## src/include/dhrp_consts.svh

```systemverilog
// register offsets, flag positions, reset values and timing figures
// assumes a single 10 MHz clock; included by bare name
`ifndef DHRP_CONSTS_SVH
`define DHRP_CONSTS_SVH
`define DHRP_ADDR_DATA 4'h0
`define DHRP_ADDR_FLAGS 4'h1
`define DHRP_ADDR_BLOCK 4'h2
`define DHRP_ADDR_CONTROL_TWO 4'h5
`define DHRP_ADDR_CHECK 4'h6
`define DHRP_CONTROL_TWO_RESET 7'h00
`define DHRP_FLAGS_RESET 8'h00
`define DHRP_BLOCK_RESET 8'h00
`define DHRP_C2_SYNC_CLR 6
`define DHRP_C2_ACK_POL 5
`define DHRP_C2_REQ_POL 4
`define DHRP_C2_RDY_LATE 3
`define DHRP_C2_UNVER_OUT 2
`define DHRP_C2_DMA_ACK 1
`define DHRP_C2_DMA_EN 0
`define DHRP_F_VDONE 7
`define DHRP_F_CHECK 1
`define DHRP_F_REALTIME_INFO_BLOCK 0
`define DHRP_PKT_BYTES 5'h16
`define DHRP_CLK_NS 100
`define DHRP_RDY_REG_NS 60
`define DHRP_RDY_WIDE_NS 300
`define DHRP_EVT_LOW_NS 1000
`define DHRP_CRC_POLY 16'h1021
`define DHRP_CRC_INIT 16'h0000
`endif

```

## src/include/dhrp_pkg.sv

```systemverilog
// types shared by the host read port
// assumes nothing of its surroundings
package dhrp_pkg;
	typedef enum logic [1:0] {
		RD_IDLE = 2'b00,
		RD_FETCH = 2'b01,
		RD_DRIVE = 2'b10
	} dhrp_rd_state_t;
endpackage : dhrp_pkg

```

## src/include/dhrp_stream_if.sv

```systemverilog
// valid/ready byte stream between the port and its buffer
// assumes both ends on the same clock
`timescale 1ns/1ps
interface dhrp_stream_if #(parameter int W = 8) ();
	logic valid;
	logic ready;
	logic [W-1:0] data;
	modport sender(output valid, output data, input ready);
	modport receiver(input valid, input data, output ready);
endinterface : dhrp_stream_if

```

## src/verilog/dhrp_top.sv

```systemverilog
// parallel host read port: control register 2, group check writes,
// flag/index/packet reads with ready handshake and dma
// assumes packet bytes and status come from the decoder on clock_in
`timescale 1ns/1ps
`include "dhrp_consts.svh"

// Summary of operation
// - control_two bit6 holds block sync cleared
// - control_two bit5 sets dma acknowledge polarity
// - control_two bit4 sets dma request polarity
// - control_two bit3 picks early or late ready
// - control_two bit2 passes uncorrected frames at slot
// - control_two bit1 picks read or acknowledge strobe
// - control_two bit0 enables dma for packet reads
// - chip select, read, ready low before data, or with data when late
// - lane width follows bus width select
// - address 6 bytes feed group check
// - group check result in flags and pin
// - read map: data 0, flags 1, index 2
// - receive flags bit layout as documented
// - bit4 set for failed or uncorrectable packets
// - realtime flag only in its frame variant
// - block index gives output block number
// - flags and index change as event falls
// - each packet gives exactly 22 bytes
// - 22 reads narrow, 11 reads wide
// - earliest bit lowest, low byte first
module dhrp_top #(
	parameter int FIFO_DEPTH = 16
) (
	input wire logic clock_in,
	input wire logic rst_b_in,
	input wire logic [3:0] addr_in,
	input wire logic cs_b_in,
	input wire logic rd_b_in,
	input wire logic wr_b_in,
	input wire logic [15:0] data_in,
	output logic [15:0] data_out,
	output logic [1:0] data_oe_out,
	output logic ready_out,
	input wire logic bus_width_select_in,
	input wire logic interface_select_in,
	input wire logic dma_acknowledge_in,
	output logic dma_request_out,
	output logic event_signal_out,
	output logic group_check_ok_out,
	output logic block_sync_clear_out,
	input wire logic group_check_restart_in,
	input wire logic pkt_announce_in,
	input wire logic pkt_vertical_slot_in,
	input wire logic [7:0] pkt_flags_in,
	input wire logic [7:0] pkt_block_in,
	input wire logic realtime_variant_in,
	input wire logic [7:0] pkt_byte_in,
	input wire logic pkt_valid_in,
	output logic pkt_ready_out
);
	// ************************************************************
	// timing and pin capture
	// ************************************************************
	localparam int RDY_CYC = (`DHRP_RDY_REG_NS + `DHRP_CLK_NS - 1) / `DHRP_CLK_NS;
	localparam int WIDE_CYC = (`DHRP_RDY_WIDE_NS + `DHRP_CLK_NS - 1) / `DHRP_CLK_NS;
	localparam int EVT_CYC = (`DHRP_EVT_LOW_NS + `DHRP_CLK_NS - 1) / `DHRP_CLK_NS;
	localparam logic [25:0] PIN_RESET = {4'h0, 3'h7, 16'h0000, 3'h0};

	logic [25:0] pin_meta_reg;
	logic [25:0] pin_sync_reg;
	logic [3:0] addr_s;
	logic cs_s;
	logic rd_s;
	logic wr_s;
	logic [15:0] data_s;
	logic wide_s;
	logic parallel;
	logic dma_acknowledge_s;

	// two stages on every pin; strobes idle high during reset
	always_ff @(posedge clock_in or negedge rst_b_in) begin
		if (!rst_b_in) begin
			pin_meta_reg <= PIN_RESET;
			pin_sync_reg <= PIN_RESET;
		end else begin
			pin_meta_reg <= {addr_in, cs_b_in, rd_b_in, wr_b_in, data_in,
				bus_width_select_in, interface_select_in, dma_acknowledge_in};
			pin_sync_reg <= pin_meta_reg;
		end
	end

	assign addr_s = pin_sync_reg[25:22];
	assign cs_s = pin_sync_reg[21];
	assign rd_s = pin_sync_reg[20];
	assign wr_s = pin_sync_reg[19];
	assign data_s = pin_sync_reg[18:3];
	assign wide_s = pin_sync_reg[2];
	assign parallel = ~pin_sync_reg[1];
	assign dma_acknowledge_s = pin_sync_reg[0];

	// ************************************************************
	// write side: control register 2 and group check bytes
	// ************************************************************
	logic [6:0] control_two_reg;
	logic wr_prev_reg;
	logic wr_done;
	logic wr_control_two;
	logic wr_check;
	logic dma_acknowledge_pol;
	logic dma_request_pol;
	logic rdy_late;
	logic dma_on;
	logic dma_path;

	// writes land on the trailing edge of the write strobe; data hold
	// shorter than a clock relies on the host keeping the bus a cycle
	assign wr_done = wr_s & ~wr_prev_reg & ~cs_s;
	assign wr_control_two = wr_done & (addr_s == `DHRP_ADDR_CONTROL_TWO);
	assign wr_check = wr_done & (addr_s == `DHRP_ADDR_CHECK);

	// bit 7 is not stored, so it can never steer anything
	always_ff @(posedge clock_in or negedge rst_b_in) begin
		if (!rst_b_in) begin
			wr_prev_reg <= 1'b1;
			control_two_reg <= `DHRP_CONTROL_TWO_RESET;
		end else begin
			wr_prev_reg <= wr_s;
			if (wr_control_two)
				control_two_reg <= data_s[6:0];
		end
	end

	// dma settings only count on the parallel interface
	assign block_sync_clear_out = control_two_reg[`DHRP_C2_SYNC_CLR];
	assign dma_acknowledge_pol = parallel & control_two_reg[`DHRP_C2_ACK_POL];
	assign dma_request_pol = parallel & control_two_reg[`DHRP_C2_REQ_POL];
	assign rdy_late = parallel & control_two_reg[`DHRP_C2_RDY_LATE];
	assign dma_on = parallel & control_two_reg[`DHRP_C2_DMA_EN];
	assign dma_path = dma_on & control_two_reg[`DHRP_C2_DMA_ACK];

	// every write to address 6 is one more byte of the group
	dhrp_group_check u_check (
		.clock_in(clock_in),
		.rst_b_in(rst_b_in),
		.restart_in(group_check_restart_in),
		.byte_valid_in(wr_check),
		.byte_in(data_s[7:0]),
		.ok_out(group_check_ok_out)
	);

	// ************************************************************
	// packet intake, status capture and event
	// ************************************************************
	dhrp_stream_if #(.W(8)) fill_if ();
	dhrp_stream_if #(.W(8)) drain_if ();
	logic accept;
	logic discard_reg;
	logic [7:0] flags_reg;
	logic [7:0] block_reg;
	logic [3:0] evt_reg;
	logic [4:0] remain_reg;
	logic pop;

	// uncorrected frame at the vertical slot is dropped unless passed
	assign accept = pkt_announce_in & ~(pkt_vertical_slot_in
		& ~pkt_flags_in[`DHRP_F_VDONE] & ~control_two_reg[`DHRP_C2_UNVER_OUT]);
	assign fill_if.valid = pkt_valid_in & ~discard_reg;
	assign fill_if.data = pkt_byte_in;
	assign pkt_ready_out = discard_reg | fill_if.ready;

	// flush on a new packet so a short read never shifts the next
	dhrp_fifo #(.WIDTH(8), .DEPTH(FIFO_DEPTH)) u_fifo (
		.clock_in(clock_in),
		.rst_b_in(rst_b_in),
		.flush_in(accept),
		.fill(fill_if),
		.drain(drain_if)
	);

	// status and index swap in the same edge the event goes low
	always_ff @(posedge clock_in or negedge rst_b_in) begin
		if (!rst_b_in) begin
			discard_reg <= 1'b0;
			flags_reg <= `DHRP_FLAGS_RESET;
			block_reg <= `DHRP_BLOCK_RESET;
			evt_reg <= 4'h0;
		end else if (pkt_announce_in) begin
			discard_reg <= ~accept;
			if (accept) begin
				flags_reg <= {pkt_flags_in[7:1],
					pkt_flags_in[`DHRP_F_REALTIME_INFO_BLOCK] & realtime_variant_in};
				block_reg <= pkt_block_in;
				evt_reg <= 4'(EVT_CYC);
			end
		end else if (evt_reg != 4'h0) begin
			evt_reg <= evt_reg - 4'h1;
		end
	end

	assign event_signal_out = (evt_reg == 4'h0);

	// byte budget of the current packet; a new packet wins over a pop
	always_ff @(posedge clock_in or negedge rst_b_in) begin
		if (!rst_b_in)
			remain_reg <= 5'h00;
		else if (accept)
			remain_reg <= `DHRP_PKT_BYTES;
		else if (pop)
			remain_reg <= remain_reg - 5'h01;
	end

	// ************************************************************
	// read handshake
	// ************************************************************
	dhrp_pkg::dhrp_rd_state_t st_reg;
	logic strobe_act;
	logic [3:0] eff_addr;
	logic [3:0] addr_reg;
	logic [3:0] wait_reg;
	logic [1:0] pops_reg;
	logic lane_reg;
	logic wide_reg;
	logic [15:0] data_reg;
	logic [15:0] reg_word;
	logic [1:0] want;
	logic dma_request;

	// under dma with acknowledge strobing, the address is implied 0
	assign strobe_act = dma_path ? (dma_acknowledge_s == dma_acknowledge_pol) : (~cs_s & ~rd_s);
	assign eff_addr = dma_path ? `DHRP_ADDR_DATA : addr_s;
	assign pop = (st_reg == dhrp_pkg::RD_FETCH) & (pops_reg != 2'h0) & drain_if.valid;
	assign drain_if.ready = pop;

	// register words; reserved addresses read zero
	always_comb begin
		reg_word = 16'h0000;
		case (eff_addr)
			`DHRP_ADDR_FLAGS: reg_word = {8'h00, flags_reg[7:2],
				group_check_ok_out, flags_reg[0]};
			`DHRP_ADDR_BLOCK: reg_word = {8'h00, block_reg};
			default: reg_word = 16'h0000;
		endcase
	end

	// bytes left may be fewer than the width asks for
	always_comb begin
		want = wide_s ? 2'h2 : 2'h1;
		if (remain_reg < 5'(want))
			want = remain_reg[1:0];
	end

	// fetch holds ready for the access time, stretched while the
	// buffer runs dry; drive holds data until the strobe lifts
	always_ff @(posedge clock_in or negedge rst_b_in) begin
		if (!rst_b_in) begin
			st_reg <= dhrp_pkg::RD_IDLE;
			addr_reg <= 4'h0;
			wait_reg <= 4'h0;
			pops_reg <= 2'h0;
			lane_reg <= 1'b0;
			wide_reg <= 1'b0;
			data_reg <= 16'h0000;
		end else begin
			case (st_reg)
				dhrp_pkg::RD_IDLE: begin
					if (strobe_act) begin
						st_reg <= dhrp_pkg::RD_FETCH;
						addr_reg <= eff_addr;
						wide_reg <= wide_s;
						lane_reg <= 1'b0;
						data_reg <= reg_word;
						if (eff_addr == `DHRP_ADDR_DATA) begin
							wait_reg <= wide_s ? 4'(WIDE_CYC) : 4'(RDY_CYC);
							pops_reg <= want;
						end else begin
							wait_reg <= 4'(RDY_CYC);
							pops_reg <= 2'h0;
						end
					end
				end
				dhrp_pkg::RD_FETCH: begin
					if (wait_reg > 4'h1)
						wait_reg <= wait_reg - 4'h1;
					if (pop) begin
						data_reg[{lane_reg, 3'h0} +: 8] <= drain_if.data;
						lane_reg <= 1'b1;
						pops_reg <= pops_reg - 2'h1;
					end
					if (wait_reg <= 4'h1 && pops_reg == 2'h0)
						st_reg <= dhrp_pkg::RD_DRIVE;
				end
				dhrp_pkg::RD_DRIVE: begin
					if (!strobe_act)
						st_reg <= dhrp_pkg::RD_IDLE;
				end
				default: st_reg <= dhrp_pkg::RD_IDLE;
			endcase
		end
	end

	// early mode drops ready while fetching, late mode while driving
	assign ready_out = rdy_late ? (st_reg != dhrp_pkg::RD_DRIVE)
		: (st_reg != dhrp_pkg::RD_FETCH);
	assign data_out = data_reg;
	assign data_oe_out = (st_reg == dhrp_pkg::RD_DRIVE) ? {wide_reg, 1'b1} : 2'h0;

	// request while packet bytes wait and the port is free
	assign dma_request = dma_on & (st_reg == dhrp_pkg::RD_IDLE)
		& (remain_reg != 5'h00) & drain_if.valid;
	assign dma_request_out = dma_request_pol ? dma_request : ~dma_request;
endmodule : dhrp_top

```

## src/verilog/dhrp_fifo.sv

```systemverilog
// packet byte buffer with flush
// assumes DEPTH a power of two, one clock
`timescale 1ns/1ps
module dhrp_fifo #(
	parameter int WIDTH = 8,
	parameter int DEPTH = 16
) (
	input wire logic clock_in,
	input wire logic rst_b_in,
	input wire logic flush_in,
	dhrp_stream_if.receiver fill,
	dhrp_stream_if.sender drain
);
	localparam int AW = $clog2(DEPTH);
	logic [WIDTH-1:0] mem_reg [DEPTH];
	logic [AW-1:0] wp_reg;
	logic [AW-1:0] rp_reg;
	logic [AW:0] cnt_reg;
	logic push;
	logic pop;

	// honest full and empty straight from the count
	assign fill.ready = cnt_reg != (AW+1)'(DEPTH);
	assign drain.valid = cnt_reg != '0;
	assign drain.data = mem_reg[rp_reg];
	assign push = fill.valid & fill.ready;
	assign pop = drain.valid & drain.ready;

	// storage has no reset, only the pointers matter
	always_ff @(posedge clock_in) begin
		if (push)
			mem_reg[wp_reg] <= fill.data;
	end

	// flush wins over traffic in the same cycle
	always_ff @(posedge clock_in or negedge rst_b_in) begin
		if (!rst_b_in) begin
			wp_reg <= '0;
			rp_reg <= '0;
			cnt_reg <= '0;
		end else if (flush_in) begin
			wp_reg <= '0;
			rp_reg <= '0;
			cnt_reg <= '0;
		end else begin
			wp_reg <= wp_reg + AW'(push);
			rp_reg <= rp_reg + AW'(pop);
			cnt_reg <= cnt_reg + (AW+1)'(push) - (AW+1)'(pop);
		end
	end
endmodule : dhrp_fifo

```

## src/verilog/dhrp_group_check.sv

```systemverilog
// group check engine, fed one byte per write, earliest bit on bit 0
// assumes restart comes from the checker reset control elsewhere
`timescale 1ns/1ps
`include "dhrp_consts.svh"
module dhrp_group_check #(
	parameter logic [15:0] POLY = `DHRP_CRC_POLY,
	parameter logic [15:0] INIT = `DHRP_CRC_INIT
) (
	input wire logic clock_in,
	input wire logic rst_b_in,
	input wire logic restart_in,
	input wire logic byte_valid_in,
	input wire logic [7:0] byte_in,
	output logic ok_out
);
	logic [15:0] crc_reg;
	logic [15:0] crc_next;
	logic fb;

	// bit serial over the byte, lowest bit first
	always_comb begin
		crc_next = crc_reg;
		fb = 1'b0;
		for (int i = 0; i < 8; i++) begin
			fb = crc_next[15] ^ byte_in[i];
			crc_next = {crc_next[14:0], 1'b0} ^ (fb ? POLY : 16'h0000);
		end
	end

	// zero remainder after the trailing check bytes means clean
	always_ff @(posedge clock_in or negedge rst_b_in) begin
		if (!rst_b_in) begin
			crc_reg <= INIT;
			ok_out <= (INIT == 16'h0000);
		end else if (restart_in) begin
			crc_reg <= INIT;
			ok_out <= (INIT == 16'h0000);
		end else if (byte_valid_in) begin
			crc_reg <= crc_next;
			ok_out <= (crc_next == 16'h0000);
		end
	end
endmodule : dhrp_group_check

```

## config.mk

```make
export PLATFORM = sky130hd
export DESIGN_NAME = dhrp_top
export DESIGN_NICKNAME = d
export VERILOG_FILES = /design/src/include/dhrp_pkg.sv /design/src/include/dhrp_stream_if.sv /design/src/verilog/dhrp_top.sv /design/src/verilog/dhrp_fifo.sv /design/src/verilog/dhrp_group_check.sv
export VERILOG_INCLUDE_DIRS = /design/src /design/src/include
export SDC_FILE = /design/constraint.sdc
export NUM_CORES = 1
export LEC_CHECK = 0
export ABC_AREA = 1
export BUFFER_PORTS_ARGS = -buffer_cell sky130_fd_sc_hd__buf_4
export CAP_MARGIN = 30
export CORE_MARGIN = 2
export CORE_UTILIZATION = 50
export DETAILED_ROUTE_END_ITERATION = 10
export GPL_ROUTABILITY_DRIVEN = 1
export PLACE_DENSITY = 0.68
export SYNTH_ARGS = -nofsm -noshare
export SYNTH_HDL_FRONTEND = slang
export SYNTH_SLANG_ARGS = --single-unit
```

## constraint.sdc

```tcl
create_clock -name clock_in -period 3.22 [get_ports clock_in]
set_input_delay 0 -clock clock_in [delete_from_list [all_inputs] [get_ports clock_in]]
set_output_delay 0 -clock clock_in [all_outputs]
set_load 0.02 [all_outputs]
```

Word-level counts from Yosys, hierarchy flattened
Memories as Yosys holds them, arrays and structs flattened.
Index checks and enable logic that the tools add are counted.
{ "classes": {"eq_ne": 16, "n_bitwise": 49, "addsub": 9, "shift": 2, "n_lt_le_gt_ge": 3, "mux": 50, "n_reduce_logical": 20} }
{ "op_table": {"columns": ["operator", "count"], "rows": [
  ["16-bit XOR", 8],
  ["13-bit two-way mux", 8],
  ["16-bit two-way mux", 4],
  ["4-bit two-way mux", 8],
  ["16-bit case mux with 2 select lines", 1],
  ["1-bit bitwise AND", 22],
  ["2-bit two-way mux", 11],
  ["16-bit bitwise mux", 1],
  ["16-bit zero test", 1],
  ["8-bit case mux with 2 select lines", 1],
  ["8-bit by 6-bit variable shift with 16-bit output, first input constant", 1],
  ["8-bit by 6-bit variable part select with 16-bit output", 1],
  ["5-bit two-way mux", 3],
  ["2-bit by 1-bit inequality test with 1-bit output, second input constant", 5],
  ["1-bit NOT", 10],
  ["2-bit nonzero test", 5],
  ["5-bit nonzero test", 2],
  ["1-bit two-way mux", 9],
  ["3-bit AND reduction", 3],
  ["4-bit by 1-bit adder with 4-bit output", 2],
  ["4-bit by 3-bit equality test with 1-bit output, second input constant", 2],
  ["4-bit zero test", 2],
  ["4-bit case mux with 2 select lines", 1],
  ["4-bit by 1-bit subtractor with 4-bit output, second input constant", 2],
  ["other kinds (24)", 36]
]} }
{ "word_totals": {"n_memories": 1, "ramBits": 128, "inputBits": 57, "regBits": 142} }
{ "mem_list": {"columns": ["memory", "depth", "word_bits", "read_ports", "rd_clocked_by_memory_dff", "write_ports", "line", "source"], "rows": [
  ["u_fifo.mem_reg", 16, 8, 1, 0, 1, "dhrp_fifo.sv:15", "logic [WIDTH-1:0] mem_reg [DEPTH];"]
]} }

Depth between registers and ports, before layout
Gate-level depths: netlist of the first run.
{ "logic_depth": {"ltp_word": 27, "mapped_depth": 16, "ltp_nobuf": 15} }

Hierarchy
Synthesis of the first run repeated with hierarchy kept, for this count alone.
{ "hier_totals": {"cells_unflattened": 1229, "area_unflattened_um2": 11354.6} }
{ "by_module_without_submodules": {"columns": ["mod", "area_per_inst_um2", "n_inst", "cells_per_inst"], "rows": [
  ["dhrp_fifo", 6328.6, 1, 627],
  ["dhrp_top", 3916.3, 1, 427],
  ["dhrp_group_check", 1109.8, 1, 175]
]} }

Worst setup path before layout of the first run
OpenSTA, ideal clock, no wires.
{ "synth_path": {"path_type": "register to register", "from": "register u_fifo.cnt_reg[3]", "to": "register u_fifo.cnt_reg[4]", "n_path_buf": 1, "stages_incl_launch_ff": 17, "slack_ps": 789, "synth_period_minus_slack_ps": 2431, "setup_time_ps": 77, "t_arrival_ps": 2354, "path_cell_list": "dfrtp_1 > inv_1 > ha_1 > nand4_1 > nand2_1 > buf_2 > inv_1 > ha_1 > inv_1 > ha_1 > inv_1 > fa_1 > inv_1 > a21oi_1 > o21ai_0 > o21ai_0 > a21oi_1"} }
{ "synth_via": {"elab_chain_cells": 5, "elab_cells_between_ends": 8, "cone_classes": "2 x add/sub; 1 x eq/ne; 1 x mux; 3 x bitwise; 1 x reduce/logical"} }
{ "synth_lines": {"columns": ["item", "line", "source"], "rows": [
  ["from (decl)", "dhrp_fifo.sv:18", "logic [AW:0] cnt_reg;"],
  ["from (signal assigned)", "dhrp_fifo.sv:48", "cnt_reg <= cnt_reg + (AW+1)'(push) - (AW+1)'(pop);"],
  ["5-bit inequality test or 5-bit nonzero test (tied branches)", "dhrp_fifo.sv:23, dhrp_fifo.sv:24", null],
  ["1-bit bitwise AND, on equally long branches", "dhrp_fifo.sv:26, dhrp_top.sv:228", null],
  ["5-bit by 1-bit adder with 5-bit output or 1-bit bitwise AND (tied branches)", "dhrp_fifo.sv:48, dhrp_fifo.sv:27", null],
  ["5-bit by 1-bit subtractor with 5-bit output *", "dhrp_fifo.sv:48", null],
  ["5-bit two-way mux *", "dhrp_fifo.sv:41", "end else if (flush_in) begin"]
]} }
Every way passes the cells marked *; elsewhere a longest branch is shown, timed or not.
A chain may end at the register's enable or synchronous reset.

Final worst setup path of the first run
Ends and elaborated chain as after synthesis.

==> results of run 1 <==
## Yosys cell counts (all sizes together), types with 2 or more instances
cell,count
buf,21
nand2,285
nand4,2
xor2,3
inv,109
o22ai,12
dfstp,8
a31oi,3
a21oi,65
o211ai,10
ha,17
nor3,7
nand3,71
nor2,122
o21ai,71
dfrtp,117
clkbuf,12
edfxtp,128
xnor2,6
## report_power, final
part	internal (mW)	switching (mW)
registers	3.71	0.182
logic	0.790	1.58
clock network	1.90	1.20
## through the flow
step / utilization, % / hold WS, ns
2_1_floorplan: - / -0.296
3_3_place_gp: 54.8 / 0.0182
3_5_place_dp: 54.8 / 0.0191
4_1_cts: 61.3 / 0.0113
5_1_grt: 61.3 / 0.0404
6_report: 61.3 / 0.000104
## final timing paths
kind	startpoint	endpoint	slack, ns	cells after the start
setup / recovery	u_fifo.cnt_reg[3]	u_fifo.cnt_reg[4]	0.58	15
hold / removal	rst_b_in	flags_reg[3]	0.0001	2
setup reg to reg	u_fifo.cnt_reg[3]	u_fifo.cnt_reg[4]	0.58	15
hold reg to reg	pin_meta_reg[8]	pin_sync_reg[8]	0.35	0
max in group asynchronous	rst_b_in	pin_meta_reg[19]	2.39	3
min in group clock_in	data_in[5]	pin_meta_reg[8]	0.12	2
## critical path, cell delays in order (launching register included)
cell	delay, ns
dfrtp_1	0.40
inv_1	0.09
ha_1	0.16
nand4_1	0.15
nand2_1	0.11
inv_1	0.08
ha_1	0.27
inv_1	0.05
ha_1	0.15
inv_1	0.06
fa_1	0.35
inv_1	0.10
a21oi_1	0.08
o21ai_0	0.24
o21ai_0	0.13
a21oi_1	0.15
## repair_timing
action | CTS | global route
endpoints found under the hold margin | 249 | 0
hold buffers | 46 | 0
setup buffers | 0 | 0
## per-layer routing
metal	global-route usage [%]	routed length (um)	up-vias
met4	5.47	464	0
met2	35.5	11600	203
li1	-	-	3811
met3	2.77	1330	41
met5	0	0	-
met1	32.7	11100	3779
## cell type report
class	count	area, sq um	share of cell area [%]
sequential	253	6980	54.1
inverter	110	413	3.20
clock inverter	9	119	0.920
timing repair buffer	125	1080	8.35
clock buffer	37	774	6.00
multi-input combinational	683	3210	24.8
tap	275	344	2.66
## kinds of logic after synthesis
kind of cell    Yosys count
fa+ha+maj                18
flops                   253
xor+xnor                  9
simple gates            491
mux                       1
buf+inv                 143
compound gates          164
==> impl_metrics.xml, run 1 <==
<?xml version="1.0" encoding="UTF-8"?>
<metrics>
  <group name="yosys">
    <metric name="synth_fp_nets" unit="">1154</metric>
    <metric name="combinational_family_with_the_most_area_after_synthesis" unit="">simple AND/OR/NAND/NOR gates</metric>
    <metric name="synth_simple_gate_area_share" unit="%">18.6</metric>
    <metric name="synth-seq-area-share" unit="%">64.8</metric>
    <metric name="synth_largest_area_cell" unit="">edfxtp_1</metric>
    <metric name="synth_area_per_cell" unit="sq um">9.99</metric>
    <metric name="netlist_instances" unit="">1079</metric>
    <metric name="synth_flop_cell" unit="">edfxtp_1</metric>
    <metric name="synth.mux.area_fraction" unit="%">0.104</metric>
    <metric name="synth_xor_xnor_area_share" unit="%">0.731</metric>
    <metric name="netlist.area_leader.share" unit="%">35.7</metric>
    <metric name="ys.warnings.count" unit="">0</metric>
    <metric name="post_syn_area" unit="sq um">10800</metric>
    <metric name="postSynth.asyncResetShare" unit="%">49.4</metric>
    <metric name="synth_cell_types" unit="">39</metric>
    <metric name="number_of_flops_mapped_to_enable_cells_by_yosys" unit="">128</metric>
    <metric name="synth_fa_ha_area_share" unit="%">2.16</metric>
    <metric name="synth_seq_cells" unit="">253</metric>
    <metric name="synthTopCellsByArea" unit="">edfxtp_1 36%, dfrtp_1 27%, nand2_1 9.8%</metric>
    <metric name="synth_compound_gate_area_share" unit="%">8.15</metric>
  </group>
  <group name="floorplan">
    <metric name="die-height" unit="um">151</metric>
    <metric name="floorplan.die.width" unit="um">151</metric>
    <metric name="floorplan_core_area" unit="sq um">21100</metric>
    <metric name="rows" unit="">53</metric>
    <metric name="top_level_i_o_count" unit="">81</metric>
    <metric name="starting_utilization_of_the_core_area" unit="%">51.1</metric>
    <metric name="floorplan_die_area" unit="sq um">22700</metric>
  </group>
  <group name="power_and_ir_drop">
    <metric name="worst_ir_drop_vdd" unit="V">0.000444</metric>
    <metric name="total_power" unit="mW">9.37</metric>
    <metric name="power.density" unit="nW/um^2">725</metric>
    <metric name="p_leak" unit="nW">5.67</metric>
  </group>
  <group name="drt">
    <metric name="route.antenna.remaining_nets" unit="">0</metric>
    <metric name="first_pass_iters" unit="">5</metric>
    <metric name="detailroute.via_count" unit="">7834</metric>
    <metric name="drt_first_iter_violations" unit="">660</metric>
    <metric name="remaining_drc_errors" unit="">0</metric>
    <metric name="drt-vias-per-instance" unit="">5.25</metric>
    <metric name="route.detailed.wl_per_inst" unit="um">16.4</metric>
    <metric name="wire_length_after_detailed_routing" unit="um">24500</metric>
  </group>
  <group name="timing">
    <metric name="timing_hold_violations_final" unit="">0</metric>
    <metric name="rsz0062_at_grt" unit="">false</metric>
    <metric name="report.final.setup_viol" unit="">0</metric>
    <metric name="max-slew-margin-rel" unit="%">42.4</metric>
    <metric name="post-route-worst-setup-slack" unit="ns">0.577</metric>
    <metric name="final.setup.tns" unit="ns">0</metric>
    <metric name="achievable-frequency" unit="MHz">378</metric>
    <metric name="period_needed" unit="ns">2.64</metric>
    <metric name="clock_skew" unit="ns">0.0110</metric>
    <metric name="period_share" unit="%">82.1</metric>
    <metric name="max_slew_violation_total_from_the_final_report" unit="">0</metric>
    <metric name="max_slew.worst_pin.slew" unit="ns">0.860</metric>
  </group>
  <group name="clock_network">
    <metric name="tritoncts" unit="">done</metric>
    <metric name="clkLatencyLatePin" unit="ns">0.52</metric>
    <metric name="clock_path_buffers" unit="">3</metric>
    <metric name="post_cts_resize_count" unit="">0</metric>
    <metric name="cts-buffers-inserted" unit="">26</metric>
    <metric name="cts_max_level" unit="">1</metric>
    <metric name="tritoncts_num_sinks" unit="">253</metric>
    <metric name="cts.clk_slew.worst_paths" unit="ns">0.06</metric>
    <metric name="cts_root_buffer" unit="">clkbuf_16</metric>
  </group>
  <group name="finish">
    <metric name="mostFrequentLayoutCells" unit="">280 x nand2_1, 128 x edfxtp_1, 120 x nor2_1</metric>
    <metric name="layout.cells.most_common" unit="">nand2_1</metric>
    <metric name="finish.net_count" unit="">1274</metric>
    <metric name="largest_register_ffs" unit="">128</metric>
    <metric name="final_cells" unit="">1492</metric>
    <metric name="finalInstanceArea" unit="sq um">12900</metric>
    <metric name="syn_to_final_growth" unit="%">19.9</metric>
    <metric name="fillCellCount" unit="">1694</metric>
    <metric name="antennaDiodeCount" unit="">0</metric>
    <metric name="drive_above_1_share" unit="%">12.3</metric>
  </group>
  <group name="grt">
    <metric name="wire_length_of_the_first_global_routing_pass" unit="um">39300</metric>
    <metric name="grt_max_degree" unit="">87</metric>
    <metric name="number_of_antenna_violations_at_the_first_check_in_global_routing" unit="">0</metric>
    <metric name="overall_global_routing_resource_usage" unit="%">22.2</metric>
    <metric name="vias_in_the_first_global_route" unit="">7492</metric>
    <metric name="grt_overflow" unit="">0</metric>
  </group>
  <group name="hold_path">
    <metric name="min_path_type" unit="">in -&gt; async</metric>
  </group>
  <group name="worst_setup_path">
    <metric name="critPathArrivalTime" unit="ns">3.08</metric>
    <metric name="crit_path_max_fanout" unit="">3</metric>
    <metric name="worstSetupEndpointType" unit="">register</metric>
    <metric name="critPathLaunchType" unit="">register</metric>
    <metric name="path_class" unit="">reg -&gt; reg</metric>
    <metric name="worst_ep_required_time" unit="ns">3.66</metric>
  </group>
  <group name="outcome">
    <metric name="result_of_the_run" unit="">finished, final reports clean</metric>
  </group>
  <group name="place">
    <metric name="placement.cell_area" unit="sq um">11600</metric>
    <metric name="place_worst_setup_slack" unit="ns">0.722</metric>
    <metric name="port_buffers" unit="">71</metric>
    <metric name="placer_s_final_routability_congestion_estimate" unit="">0.817</metric>
    <metric name="dpl.hpwl" unit="um">15500</metric>
    <metric name="placed_cells_incl_taps" unit="">1400</metric>
  </group>
  <group name="job">
    <metric name="cap_violations" unit="">0</metric>
  </group>
</metrics>
(Power assumes the default switching activity.)
==> inputs of run 2 (changes only) <==
clock period = 2.5 ns   (was 3.22 ns; I/O delays follow)
==> impl_metrics.xml, run 2 (same netlist as run 1, synthesis figures left out) <==
<?xml version="1.0" encoding="UTF-8"?>
<metrics>
  <group name="clock_network">
    <metric name="cts_root_buffer" unit="">clkbuf_16</metric>
    <metric name="clkLatencyLatePin" unit="ns">0.53</metric>
    <metric name="cts.clk_slew.worst_paths" unit="ns">0.06</metric>
    <metric name="tritoncts" unit="">done</metric>
    <metric name="cts-buffers-inserted" unit="">26</metric>
    <metric name="tritoncts_num_sinks" unit="">253</metric>
    <metric name="cts_max_level" unit="">1</metric>
    <metric name="clock_path_buffers" unit="">3</metric>
  </group>
  <group name="hold_path">
    <metric name="min_path_type" unit="">in -&gt; reg</metric>
  </group>
  <group name="worst_setup_path">
    <metric name="worst_ep_required_time" unit="ns">2.95</metric>
    <metric name="path_class" unit="">reg -&gt; reg</metric>
    <metric name="setup.reg_to_reg.worst_slack" unit="ns">0.12</metric>
    <metric name="critPathArrivalTime" unit="ns">2.83</metric>
    <metric name="worstSetupEndpointType" unit="">register</metric>
    <metric name="crit_path_max_fanout" unit="">3</metric>
    <metric name="critPathLaunchType" unit="">register</metric>
  </group>
  <group name="outcome">
    <metric name="result_of_the_run" unit="">finished, final reports clean</metric>
  </group>
  <group name="power_and_ir_drop">
    <metric name="worst_ir_drop_vdd" unit="V">0.000672</metric>
    <metric name="power.density" unit="nW/um^2">924</metric>
    <metric name="p_leak" unit="nW">5.78</metric>
  </group>
  <group name="timing">
    <metric name="post-route-worst-setup-slack" unit="ns">0.124</metric>
    <metric name="max_slew.worst_pin.slew" unit="ns">0.585</metric>
    <metric name="report.final.setup_viol" unit="">0</metric>
    <metric name="achievable-frequency" unit="MHz">421</metric>
    <metric name="period_needed" unit="ns">2.38</metric>
    <metric name="period_share" unit="%">95.1</metric>
    <metric name="max_slew_violation_total_from_the_final_report" unit="">0</metric>
    <metric name="clock_skew" unit="ns">0.0185</metric>
    <metric name="max-slew-margin-rel" unit="%">60.9</metric>
    <metric name="timing_hold_violations_final" unit="">0</metric>
  </group>
  <group name="drt">
    <metric name="route.antenna.remaining_nets" unit="">0</metric>
    <metric name="first_pass_iters" unit="">5</metric>
    <metric name="drt_first_iter_violations" unit="">649</metric>
    <metric name="remaining_drc_errors" unit="">0</metric>
    <metric name="wire_length_after_detailed_routing" unit="um">25100</metric>
    <metric name="drt-vias-per-instance" unit="">5.24</metric>
    <metric name="detailroute.via_count" unit="">7960</metric>
    <metric name="route.detailed.wl_per_inst" unit="um">16.5</metric>
  </group>
  <group name="place">
    <metric name="place_worst_setup_slack" unit="ns">-0.000731</metric>
    <metric name="dpl.hpwl" unit="um">16200</metric>
    <metric name="port_buffers" unit="">71</metric>
    <metric name="placer_s_final_routability_congestion_estimate" unit="">0.824</metric>
    <metric name="placed_cells_incl_taps" unit="">1419</metric>
  </group>
  <group name="floorplan">
    <metric name="floorplan_die_area" unit="sq um">22700</metric>
    <metric name="top_level_i_o_count" unit="">81</metric>
    <metric name="floorplan.die.width" unit="um">151</metric>
    <metric name="rows" unit="">53</metric>
    <metric name="starting_utilization_of_the_core_area" unit="%">51.1</metric>
    <metric name="die-height" unit="um">151</metric>
    <metric name="floorplan_core_area" unit="sq um">21100</metric>
  </group>
  <group name="finish">
    <metric name="antennaDiodeCount" unit="">0</metric>
    <metric name="drive_above_1_share" unit="%">14.6</metric>
    <metric name="mostFrequentLayoutCells" unit="">280 x nand2_1, 128 x edfxtp_1, 119 x nor2_1</metric>
    <metric name="finish.net_count" unit="">1298</metric>
    <metric name="final_cells" unit="">1518</metric>
    <metric name="layout.cells.most_common" unit="">nand2_1</metric>
    <metric name="largest_register_ffs" unit="">128</metric>
    <metric name="syn_to_final_growth" unit="%">21.8</metric>
  </group>
  <group name="grt">
    <metric name="vias_in_the_first_global_route" unit="">7436</metric>
    <metric name="number_of_antenna_violations_at_the_first_check_in_global_routing" unit="">0</metric>
    <metric name="grt_overflow" unit="">0</metric>
    <metric name="overall_global_routing_resource_usage" unit="%">22.0</metric>
    <metric name="grt_max_degree" unit="">100</metric>
    <metric name="wire_length_of_the_first_global_routing_pass" unit="um">38800</metric>
  </group>
  <group name="job">
    <metric name="cap_violations" unit="">0</metric>
  </group>
</metrics>
[run 2: metrics by stage]
step | area (sq um) | setup TNS [ns] | utilization, % | power [mW] | hold WS (ns)
global route | 13100 | -0.0387 | 62.3 | 12.8 | 0.106
global placement | 11700 | 0 | 55.5 | 8.03 | -0.0600
floorplan | 10800 | 0 | - | 7.09 | -0.296
finish | 13100 | 0 | 62.3 | 12.1 | 0.0951
CTS | 13100 | 0 | 62.0 | 12.1 | 0.0731
detailed placement | 11700 | -0.000731 | 55.5 | 8.10 | -0.0594
[run 2: worst paths after layout]
| check | to | from | depth (start not counted) |
|---|---|---|---|
| max | u_fifo.cnt_reg[4] | pops_reg[0] | 15 |
| min | u_fifo.wp_reg[0] | pkt_valid_in | 6 |
| max reg2reg | u_fifo.cnt_reg[4] | pops_reg[0] | 15 |
| min reg2reg | pin_sync_reg[10] | pin_meta_reg[10] | 0 |
| max in group asynchronous | u_fifo.rp_reg[0] | rst_b_in | 4 |
| min in group asynchronous | flags_reg[2] | rst_b_in | 4 |
[run 2: area by class of cell]
type | count | area (sq um)
fill | 1662 | 7960
sequential | 253 | 6980
multi-input combinational | 683 | 3240
timing repair buffer | 149 | 1280
clock buffer | 34 | 722
inverter | 110 | 413
tap | 275 | 344
clock inverter | 14 | 150
[run 2: what timing repair did]
| item | CTS | global route |
|---|---|---|
| gates resized for setup | 1 | 11 |
| buffers inserted | 0 | 2 |
| pin swaps | 0 | 6 |
| hold endpoints to repair | 289 | 0 |
| hold buffers | 49 | 0 |
| endpoints found under the setup margin | 1 | 1 |
[run 2: where the power goes]
| part | internal, mW | switching, mW | leakage (nW) | total, mW |
|---|---|---|---|---|
| registers | 4.78 | 0.238 | 2.71 | 5.02 |
| logic | 1.13 | 2.07 | 2.65 | 3.20 |
| clock network | 2.34 | 1.58 | 0.422 | 3.92 |
[run 2: critical path, stage by stage (launching register included)]
cell     delay, ns
dfrtp_1       0.36
inv_1         0.05
ha_1          0.22
nor2_2        0.13
nand2_1       0.10
inv_2         0.10
ha_4          0.20
inv_1         0.05
ha_2          0.16
inv_1         0.05
fa_2          0.35
inv_2         0.07
a21oi_1       0.05
o21ai_1       0.17
o21ai_1       0.09
a21oi_1       0.13
[run 2: layer usage]
layer  GRT usage (%)  part of all wire [%]  vias to the layer above
li1                -                     -                     3862
met1            32.2                    45                     3837
met2            34.6                    47                      236
met3            3.95                   6.6                       25
met4            5.65                   1.7                        0
met5               0                     0                        -
